===== config.mk =====
export PLATFORM = sky130hd
export DESIGN_NAME = parallel_slave_port
export DESIGN_NICKNAME = d
export VERILOG_FILES = /design/src/rtl/psp_pkg.sv /design/src/rtl/parallel_slave_port.sv
export SDC_FILE = /design/constraint.sdc
export NUM_CORES = 1
export LEC_CHECK = 0
export BUFFER_PORTS_ARGS = -buffer_cell sky130_fd_sc_hd__buf_4
export CORE_MARGIN = 2
export CORE_UTILIZATION = 35
export DETAILED_ROUTE_END_ITERATION = 8
export PLACE_DENSITY = 0.63
export SYNTH_ARGS = -nofsm -noshare
export SYNTH_HDL_FRONTEND = slang
export SYNTH_SLANG_ARGS = --single-unit

===== constraint.sdc =====
create_clock -name mclk -period 4.2 [get_ports mclk]
set_input_delay 0.84 -clock mclk [delete_from_list [all_inputs] [get_ports mclk]]
set_output_delay 0.84 -clock mclk [all_outputs]
set_load 0.01 [all_outputs]

===== src/rtl/psp_pkg.sv =====
// Package for the parallel slave port: register indices, field positions,
// reset values and the AHB-Lite transfer codes.
// Assumes a 32-bit AHB-Lite register bus with one aligned word per register.
package psp_pkg;

  // ----------------------------------------------------------------------
  // Register indices; the byte address is four times the index.
  // ----------------------------------------------------------------------
  localparam logic [7:0] IDX_DATA_LATCH  = 8'h08;
  localparam logic [7:0] IDX_CTRL_PINS   = 8'h09;
  localparam logic [7:0] IDX_IRQ_FLAGS   = 8'h0c;
  localparam logic [7:0] IDX_IRQ_CLEAR   = 8'h0d;
  localparam logic [7:0] IDX_DATA_DIR    = 8'h88;
  localparam logic [7:0] IDX_STATUS_DIR  = 8'h89;
  localparam logic [7:0] IDX_IRQ_ENABLES = 8'h8c;

  // ----------------------------------------------------------------------
  // Field positions.
  // ----------------------------------------------------------------------
  localparam int BIT_INBOUND_FULL  = 7;
  localparam int BIT_OUTBOUND_FULL = 6;
  localparam int BIT_OVERRUN       = 5;
  localparam int BIT_PORT_SELECT   = 4;
  localparam int BIT_PORT_IRQ      = 7;
  localparam int PIN_READ          = 0;
  localparam int PIN_WRITE         = 1;
  localparam int PIN_SELECT        = 2;

  // ----------------------------------------------------------------------
  // Reset values.
  // ----------------------------------------------------------------------
  localparam logic [2:0] RST_CTRL_DIR = 3'h7;
  localparam logic [7:0] RST_DATA_DIR = 8'hff;
  localparam logic [7:0] RST_BYTE     = 8'h00;

  // ----------------------------------------------------------------------
  // AHB-Lite codes.
  // ----------------------------------------------------------------------
  localparam logic [1:0] HTRANS_NONSEQ = 2'h2;
  localparam logic [1:0] HTRANS_SEQ    = 2'h3;

endpackage

===== src/rtl/parallel_slave_port.sv =====
// Eight-bit parallel slave port with its AHB-Lite register file and interrupt.
// Assumes the external strobes, chip select and data pins are asynchronous to
// mclk; a pad ring resolves each two-way pin from its output and enable.
// Contract
// RULE_01: Port-select bit set turns data pins into an 8-bit external slave port.
// RULE_02: In port mode pins 0, 1, 2 are active-low read, write, chip select.
// RULE_03: Software enabling port mode also sets the three control pin direction bits.
// RULE_04: Two latches share one address: CPU writes outbound, reads inbound.
// RULE_05: In port mode data direction register is ignored; strobes steer data pins.
// RULE_06: Inbound-full at bit 7 sets on external write, clears on CPU read.
// RULE_07: Outbound-full at bit 6 sets on CPU write, clears on external read.
// RULE_08: External write while inbound full sets overrun bit 5, keeps first byte.
// RULE_09: Outside port mode both full flags held zero; overrun stays until cleared.
// RULE_10: Port interrupt flag bit 7 latches per completed external access; software clears.
// RULE_11: Port interrupt forwarded only while enable bit 7 is set.
// RULE_12: External accesses are asynchronous, controlled only by the strobes.
// RULE_13: External read occurs while read strobe and chip select are low.
// RULE_14: External write occurs while write strobe and chip select are low.
// RULE_15: Chip select high means deselected; strobes ignored.
// RULE_16: Data pins released unless selected read; inbound byte caught at write end.
`timescale 1ns/1ps

module parallel_slave_port #(
  parameter int SYNC_STAGES = 2
) (
  input  wire logic        mclk,
  input  wire logic        resetn,
  // AHB-Lite slave.
  input  wire logic        hsel,
  input  wire logic [31:0] haddr,
  input  wire logic [1:0]  htrans,
  input  wire logic        hwrite,
  input  wire logic [2:0]  hsize,
  input  wire logic [31:0] hwdata,
  input  wire logic        hready,
  output logic             hreadyout,
  output logic             hresp,
  output logic      [31:0] hrdata,
  // Data pins.
  input  wire logic [7:0]  dataPinIn,
  output logic      [7:0]  dataPinOut,
  output logic      [7:0]  dataPinOen,
  // Control pins: bit 0 read strobe, bit 1 write strobe, bit 2 chip select.
  input  wire logic [2:0]  ctrlPinIn,
  output logic      [2:0]  ctrlPinOut,
  output logic      [2:0]  ctrlPinOen,
  output logic             irq
);

  // ----------------------------------------------------------------------
  // Reset release.
  // ----------------------------------------------------------------------
  logic [1:0] rstSync_q;
  logic       rstN;

  always_ff @(posedge mclk or negedge resetn) begin
    if (!resetn) begin
      rstSync_q <= 2'h0;
    end else begin
      rstSync_q <= {rstSync_q[0], 1'b1};
    end
  end

  assign rstN = rstSync_q[1];

  // ----------------------------------------------------------------------
  // Pin synchronisers; only the last stage is read.
  // ----------------------------------------------------------------------
  logic [10:0] pinSync_q [SYNC_STAGES];
  logic [7:0]  dataS;
  logic [2:0]  ctrlS;

  always_ff @(posedge mclk or negedge rstN) begin
    if (!rstN) begin
      for (int i = 0; i < SYNC_STAGES; i++) begin
        pinSync_q[i] <= 11'h7ff;
      end
    end else begin
      pinSync_q[0] <= {ctrlPinIn, dataPinIn};  // [RULE_12]
      for (int i = 1; i < SYNC_STAGES; i++) begin
        pinSync_q[i] <= pinSync_q[i-1];
      end
    end
  end

  assign dataS = pinSync_q[SYNC_STAGES-1][7:0];
  assign ctrlS = pinSync_q[SYNC_STAGES-1][10:8];

  // ----------------------------------------------------------------------
  // Registers.
  // ----------------------------------------------------------------------
  logic       portSelect_q;
  logic [2:0] ctrlDir_q;
  logic [2:0] ctrlLatch_q;
  logic [7:0] dataDir_q;
  logic [7:0] outLatch_q;
  logic [7:0] inLatch_q;
  logic       inFull_q;
  logic       outFull_q;
  logic       overrun_q;
  logic       irqFlag_q;
  logic       irqEnable_q;

  // ----------------------------------------------------------------------
  // External strobe decode.
  // ----------------------------------------------------------------------
  logic extRead;
  logic extWrite;
  logic extRead_q;
  logic extWrite_q;
  logic [7:0] wrHold_q;
  logic readDone;
  logic writeDone;

  // A strobe only counts while selected and in port mode.
  assign extRead  = portSelect_q && !ctrlS[psp_pkg::PIN_READ]     // [RULE_02] [RULE_13]
                    && !ctrlS[psp_pkg::PIN_SELECT];               // [RULE_15]
  assign extWrite = portSelect_q && !ctrlS[psp_pkg::PIN_WRITE]    // [RULE_02] [RULE_14]
                    && !ctrlS[psp_pkg::PIN_SELECT];               // [RULE_15]

  always_ff @(posedge mclk or negedge rstN) begin
    if (!rstN) begin
      extRead_q  <= 1'b0;
      extWrite_q <= 1'b0;
      wrHold_q   <= psp_pkg::RST_BYTE;
    end else begin
      extRead_q  <= extRead;
      extWrite_q <= extWrite;
      // Hold the byte seen during the write so its end captures settled data.
      if (extWrite) begin
        wrHold_q <= dataS;
      end
    end
  end

  assign readDone  = extRead_q && !extRead;
  assign writeDone = extWrite_q && !extWrite;   // [RULE_16]

  // ----------------------------------------------------------------------
  // AHB-Lite slave. Writes take no wait; reads take one wait state.
  // ----------------------------------------------------------------------
  logic       accept;
  logic       wrPend_q;
  logic       rdPend_q;
  logic [7:0] idx_q;
  logic       wrPhase;
  logic       rdSample;
  logic [7:0] wByte;
  logic [7:0] rdByte;

  function automatic logic isIdx(input logic [7:0] idx, input logic [7:0] want);
    return idx == want;
  endfunction

  assign accept = hsel && hready
                  && (htrans == psp_pkg::HTRANS_NONSEQ || htrans == psp_pkg::HTRANS_SEQ);

  always_ff @(posedge mclk or negedge rstN) begin
    if (!rstN) begin
      wrPend_q <= 1'b0;
      rdPend_q <= 1'b0;
      idx_q    <= 8'h00;
    end else begin
      if (hready || rdPend_q) begin
        wrPend_q <= accept && hwrite;
        rdPend_q <= accept && !hwrite;
      end
      if (accept) begin
        idx_q <= (haddr[31:10] == 22'h0) ? haddr[9:2] : 8'hff;
      end
    end
  end

  assign wrPhase   = wrPend_q;
  assign rdSample  = rdPend_q && !hreadyout;
  assign wByte     = hwdata[7:0];
  assign hresp     = 1'b0;

  logic readWait_q;

  always_ff @(posedge mclk or negedge rstN) begin
    if (!rstN) begin
      readWait_q <= 1'b0;
    end else begin
      readWait_q <= accept && !hwrite && !readWait_q;
    end
  end

  assign hreadyout = !readWait_q;

  always_comb begin
    rdByte = 8'h00;
    case (idx_q)
      psp_pkg::IDX_DATA_LATCH:  rdByte = portSelect_q ? inLatch_q : dataS;  // [RULE_04]
      psp_pkg::IDX_CTRL_PINS:   rdByte = {5'h00, ctrlS};
      psp_pkg::IDX_IRQ_FLAGS:   rdByte = {irqFlag_q, 7'h00};
      psp_pkg::IDX_DATA_DIR:    rdByte = dataDir_q;
      psp_pkg::IDX_STATUS_DIR:  rdByte = {inFull_q, outFull_q, overrun_q, portSelect_q,
                                          1'b0, ctrlDir_q};
      psp_pkg::IDX_IRQ_ENABLES: rdByte = {irqEnable_q, 7'h00};
      default:                  rdByte = 8'h00;
    endcase
  end

  always_ff @(posedge mclk or negedge rstN) begin
    if (!rstN) begin
      hrdata <= 32'h0000_0000;
    end else if (rdSample) begin
      hrdata <= {24'h00_0000, rdByte};
    end
  end

  // ----------------------------------------------------------------------
  // Software-written registers.
  // ----------------------------------------------------------------------
  always_ff @(posedge mclk or negedge rstN) begin
    if (!rstN) begin
      portSelect_q <= 1'b0;
      ctrlDir_q    <= psp_pkg::RST_CTRL_DIR;
      ctrlLatch_q  <= 3'h0;
      dataDir_q    <= psp_pkg::RST_DATA_DIR;
      outLatch_q   <= psp_pkg::RST_BYTE;
      irqEnable_q  <= 1'b0;
    end else if (wrPhase) begin
      if (isIdx(idx_q, psp_pkg::IDX_STATUS_DIR)) begin
        portSelect_q <= wByte[psp_pkg::BIT_PORT_SELECT];  // [RULE_01]
        ctrlDir_q    <= wByte[2:0];                       // [RULE_03]
      end
      if (isIdx(idx_q, psp_pkg::IDX_CTRL_PINS)) begin
        ctrlLatch_q <= wByte[2:0];
      end
      if (isIdx(idx_q, psp_pkg::IDX_DATA_DIR)) begin
        dataDir_q <= wByte;
      end
      if (isIdx(idx_q, psp_pkg::IDX_DATA_LATCH)) begin
        outLatch_q <= wByte;  // [RULE_04]
      end
      if (isIdx(idx_q, psp_pkg::IDX_IRQ_ENABLES)) begin
        irqEnable_q <= wByte[psp_pkg::BIT_PORT_IRQ];
      end
    end
  end

  // ----------------------------------------------------------------------
  // Inbound latch and flags. Hardware sets win over same-cycle clears.
  // ----------------------------------------------------------------------
  logic cpuReadsData;
  logic cpuWritesData;

  assign cpuReadsData  = rdSample && isIdx(idx_q, psp_pkg::IDX_DATA_LATCH);
  assign cpuWritesData = wrPhase && isIdx(idx_q, psp_pkg::IDX_DATA_LATCH);

  always_ff @(posedge mclk or negedge rstN) begin
    if (!rstN) begin
      inLatch_q <= psp_pkg::RST_BYTE;
      inFull_q  <= 1'b0;
    end else if (!portSelect_q) begin
      inFull_q <= 1'b0;  // [RULE_09]
    end else if (writeDone && !inFull_q) begin
      inLatch_q <= wrHold_q;  // [RULE_14] [RULE_16]
      inFull_q  <= 1'b1;      // [RULE_06]
    end else if (cpuReadsData) begin
      inFull_q <= 1'b0;  // [RULE_06]
    end
  end

  always_ff @(posedge mclk or negedge rstN) begin
    if (!rstN) begin
      outFull_q <= 1'b0;
    end else if (!portSelect_q) begin
      outFull_q <= 1'b0;  // [RULE_09]
    end else if (cpuWritesData) begin
      outFull_q <= 1'b1;  // [RULE_07]
    end else if (readDone) begin
      outFull_q <= 1'b0;  // [RULE_07]
    end
  end

  // Overrun survives leaving port mode; software clears it by writing zero.
  always_ff @(posedge mclk or negedge rstN) begin
    if (!rstN) begin
      overrun_q <= 1'b0;
    end else if (portSelect_q && writeDone && inFull_q) begin
      overrun_q <= 1'b1;  // [RULE_08]
    end else if (wrPhase && isIdx(idx_q, psp_pkg::IDX_STATUS_DIR)) begin
      overrun_q <= overrun_q & wByte[psp_pkg::BIT_OVERRUN];  // [RULE_09]
    end
  end

  // ----------------------------------------------------------------------
  // Interrupt.
  // ----------------------------------------------------------------------
  always_ff @(posedge mclk or negedge rstN) begin
    if (!rstN) begin
      irqFlag_q <= 1'b0;
    end else if (readDone || writeDone) begin
      irqFlag_q <= 1'b1;  // [RULE_10]
    end else if (wrPhase && isIdx(idx_q, psp_pkg::IDX_IRQ_CLEAR)
                 && wByte[psp_pkg::BIT_PORT_IRQ]) begin
      irqFlag_q <= 1'b0;  // [RULE_10]
    end
  end

  assign irq = irqFlag_q && irqEnable_q;  // [RULE_11]

  // ----------------------------------------------------------------------
  // Pin drivers. Enables are active low.
  // ----------------------------------------------------------------------
  always_ff @(posedge mclk or negedge rstN) begin
    if (!rstN) begin
      dataPinOut <= 8'h00;
      dataPinOen <= psp_pkg::RST_DATA_DIR;
      ctrlPinOut <= 3'h0;
      ctrlPinOen <= psp_pkg::RST_CTRL_DIR;
    end else begin
      dataPinOut <= outLatch_q;  // [RULE_13]
      if (portSelect_q) begin
        dataPinOen <= extRead ? 8'h00 : 8'hff;  // [RULE_05] [RULE_16]
      end else begin
        dataPinOen <= dataDir_q;
      end
      ctrlPinOut <= ctrlLatch_q;
      ctrlPinOen <= ctrlDir_q;
    end
  end

endmodule


==> impl_metrics.env <==
export IMPL_grt_pass1_vias=2633
export IMPL_status="completed"
export IMPL_start_util_pct=36.24
export IMPL_drt_total_wl_mm=8.184
export IMPL_setup_tns_ps=0
export IMPL_synth_top_area_cell="dfrtp_1"
export IMPL_async_flop_share_pct=100.0
export IMPL_dp_hpwl_mm=5.852
export IMPL_setup_slack_ps=1989
export IMPL_std_cell_rows=40
export IMPL_cp_startpoint="portSelect_q$_DFFE_PN0P_"
export IMPL_clockBufferDepth=2
export IMPL_syn_area_mm2=0.004389
export IMPL_synth_ff_type="dfrtp_1"
export IMPL_synth_top_family_by_area="multiplexers"
export IMPL_worstSetupEndpointType="flop"
export IMPL_cts_sinks=111
export IMPL_internal_power_mw=1.659
export IMPL_maxCapViolCount=0
export IMPL_yosysWarnings=0
export IMPL_synth_mux_area_share_pct=14.62
export IMPL_via_count=2581
export IMPL_globalplace_congestion=0.8200
export IMPL_post_place_ws_ps=1960
export IMPL_drt_iter0_drc=134
export IMPL_synth_compound_area_share_pct=5.074
export IMPL_worst_r2r_cell_count=4
export IMPL_coreArea_mm2=0.01211
export IMPL_ys_seq_area_share_pct=64.54
export IMPL_share_comb_of_total_power_pct=5.1
export IMPL_hold_buffers=0
export IMPL_area_delta_synth_final_pct=23.77
export IMPL_power_density_mw_per_mm2=392.5
export IMPL_synthXorXnorAreaFrac_pct=0
export IMPL_die_x_um=116.0
export IMPL_clkLatencyLatePin_ps=340
export IMPL_rrSetupSlack_ps=1990
export IMPL_crit_path_cell_trace="nor3b_2 -> nand2b_1 -> nand2_1 -> a21boi_0"
export IMPL_crit_fanout=24
export IMPL_final_cell_mix="88 x buf_4, 66 x dfrtp_1, 49 x mux2_2"
export IMPL_power_mw=2.132
export IMPL_cts_buffers=9
export IMPL_pwr_share_clk_pct=40.8
export IMPL_synth_simple_area_share_pct=10.21
export IMPL_die_area_mm2=0.01345
export IMPL_grt_overflow_total=0
export IMPL_h_tree_depth=3
export IMPL_path_clk_slew_ps=80
export IMPL_arrival_ps=2480
export IMPL_period_minus_slack_ps=2211
export IMPL_synth_area_leaders="dfrtp_1 38%, dfstp_2 26%, mux2_2 13%, buf_4 4.6%, mux2i_1 2.1%"
export IMPL_start_kind="flop"
export IMPL_r2r_end="outFull_q$_DFFE_PN0P_"
export IMPL_slew_viol_final=0
export IMPL_final_common_cell="buf_4"
export IMPL_synth_distinct_cells=39
export IMPL_cts_resized=0
export IMPL_synth_adder_area_share_pct=0
export IMPL_grt_pass1_wl_mm=13.34
export IMPL_post_drt_wl_per_cell_um=14.36
export IMPL_finalSetupViolCount=0
export IMPL_fmax_mhz=452.3
export IMPL_fillCellCount=1134
export IMPL_post_route_period_util_pct=52.64
export IMPL_rsz0062_at_grt="false"
export IMPL_cts_setup_buffers=0
export IMPL_port_buffers=86
export IMPL_netlist_instances=308
export IMPL_slew_headroom_pct=39.19
export IMPL_syn_avg_cell_area_um2=14.25
export IMPL_cts_tree="built"
export IMPL_vdd_drop_max_mv=0.2323
export IMPL_p_sw_mw=0.4731
export IMPL_pwr_share_seq_pct=54.0
export IMPL_detail_route_antenna_nets=0
export IMPL_slowest_stage="dfrtp_1"
export IMPL_slowest_delay_ps=940
export IMPL_synth_top_area_share_pct=38.20
export IMPL_pin_count=142
export IMPL_n_antenna_cell=0
export IMPL_track_usage_pct=13.02
export IMPL_grt_max_degree=74
export IMPL_vias_per_cell=4.528
export IMPL_ys_seq_elements=111
export IMPL_required_ps=4460
export IMPL_ctsRootBufferMaster="clkbuf_16"
export IMPL_critPathKind="flop to flop"
export IMPL_first_pass_iters=4
export IMPL_p_leak_nw=2.502
export IMPL_hold_path_class="primary input to asynchronous set/reset pin"
export IMPL_antenna_found_initial=0
export IMPL_fin_skew_ps=6.618
export IMPL_worst_slew_pin_transition_ps=912.2
export IMPL_regToRegStartpoint="portSelect_q$_DFFE_PN0P_"
export IMPL_switching_share_pct=22.19
export IMPL_synth_edf_count=0
export IMPL_drive_above_1_share_pct=51.49
export IMPL_fin_nets=482
export IMPL_drc=0
export IMPL_crit_end="outFull_q$_DFFE_PN0P_"
export IMPL_chipHeight_um=116.0
export IMPL_finalHoldViolCount=0
-- power by group through the flow --
stage | registers, mW | logic (mW) | clock network (mW)
floorplan | 1.17 | 0.0529 | 0
global placement | 1.17 | 0.108 | 0
detailed placement | 1.17 | 0.110 | 0
CTS | 1.15 | 0.110 | 0.898
global route | 1.16 | 0.121 | 0.950
finish | 1.15 | 0.109 | 0.871
-- critical path, delay by kind of cell (launching register included) --
| kind | cells | cell delay, ps |
|---|---|---|
| and+or+nand+nor | 3 | 1030 |
| DFF | 1 | 940 |
| AOI/OAI and AO/OA | 1 | 160 |
-- logic make-up after synthesis --
logic type | Yosys count
buffers and inverters | 35
AND/OR/NAND/NOR | 70
multiplexers | 58
flip-flops | 111
AO/OA/AOI/OAI | 32
other | 2
-- cell usage after synthesis, types with 5 or more instances --
master	n
o22a_1	8
dfrtp_1	67
mux2i_1	9
nor4_1	5
o21ai_0	10
dfstp_2	44
nand2_1	11
buf_4	27
nand4_1	6
nor2_1	20
mux2_2	49
-- sequential cells by signal, summed over array words and instances (netlist names), 8 cells and up --
register	cells
dataDir_q	8
dataPinOen	8
dataPinOut	8
dataS	8
hrdata	8
idx_q	8
inLatch_q	8
outLatch_q	8
pinSync_q	11
wrHold_q	8
-- final cells by class --
class | count | area, um2 | area share (%)
clock inverters | 7 | 86.33 | 1.589
well taps | 168 | 210.2 | 3.869
flip-flops and latches | 111 | 2836 | 52.21
inverters | 1 | 3.754 | 0.06909
multi-input cells | 186 | 1410 | 25.96
repair buffers | 88 | 660.6 | 12.16
clock buffers | 9 | 225.2 | 4.146
-- worst min path at each step --
| stage | startpoint | endpoint | slack (ps) | cells after the start |
|---|---|---|---|---|
| finish | resetn | rstSync_q[1]$_DFF_PN0_ | 270 | 1 |
| global route | resetn | rstSync_q[1]$_DFF_PN0_ | 240 | 1 |
| CTS | resetn | rstSync_q[1]$_DFF_PN0_ | 250 | 1 |
| detailed placement | rstSync_q[0]$_DFF_PN0_ | rstSync_q[1]$_DFF_PN0_ | 340 | 0 |
| global placement | rstSync_q[0]$_DFF_PN0_ | rstSync_q[1]$_DFF_PN0_ | 340 | 0 |
| floorplan | rstSync_q[0]$_DFF_PN0_ | rstSync_q[1]$_DFF_PN0_ | 330 | 0 |
-- through the flow --
| stage | cell area [um2] | std cells | utilization, % | hold slack, ps |
|---|---|---|---|---|
| final | 5433 | 570 | 44.86 | 266.8 |
| after global routing | 5433 | 570 | 44.86 | 243.0 |
| after CTS | 5433 | 570 | 44.86 | 252.2 |
| after detailed placement | 5121 | 554 | 42.28 | 342.0 |
| after global placement | 5121 | 554 | 42.28 | 338.7 |
| after floorplan | 4479 | 332 | - | 331.2 |
-- metal layers --
| layer | routed length (um) | up-vias | GRT usage, % |
|---|---|---|---|
| met3 | 348 | 15 | 3.400 |
| li1 | - | 1215 | - |
| met1 | 3525 | 1275 | 16.55 |
| met2 | 4073 | 76 | 21.01 |
| met5 | 0 | - | 0 |
| met4 | 237 | 0 | 5.873 |
Power figures use the tool's default switching activity.
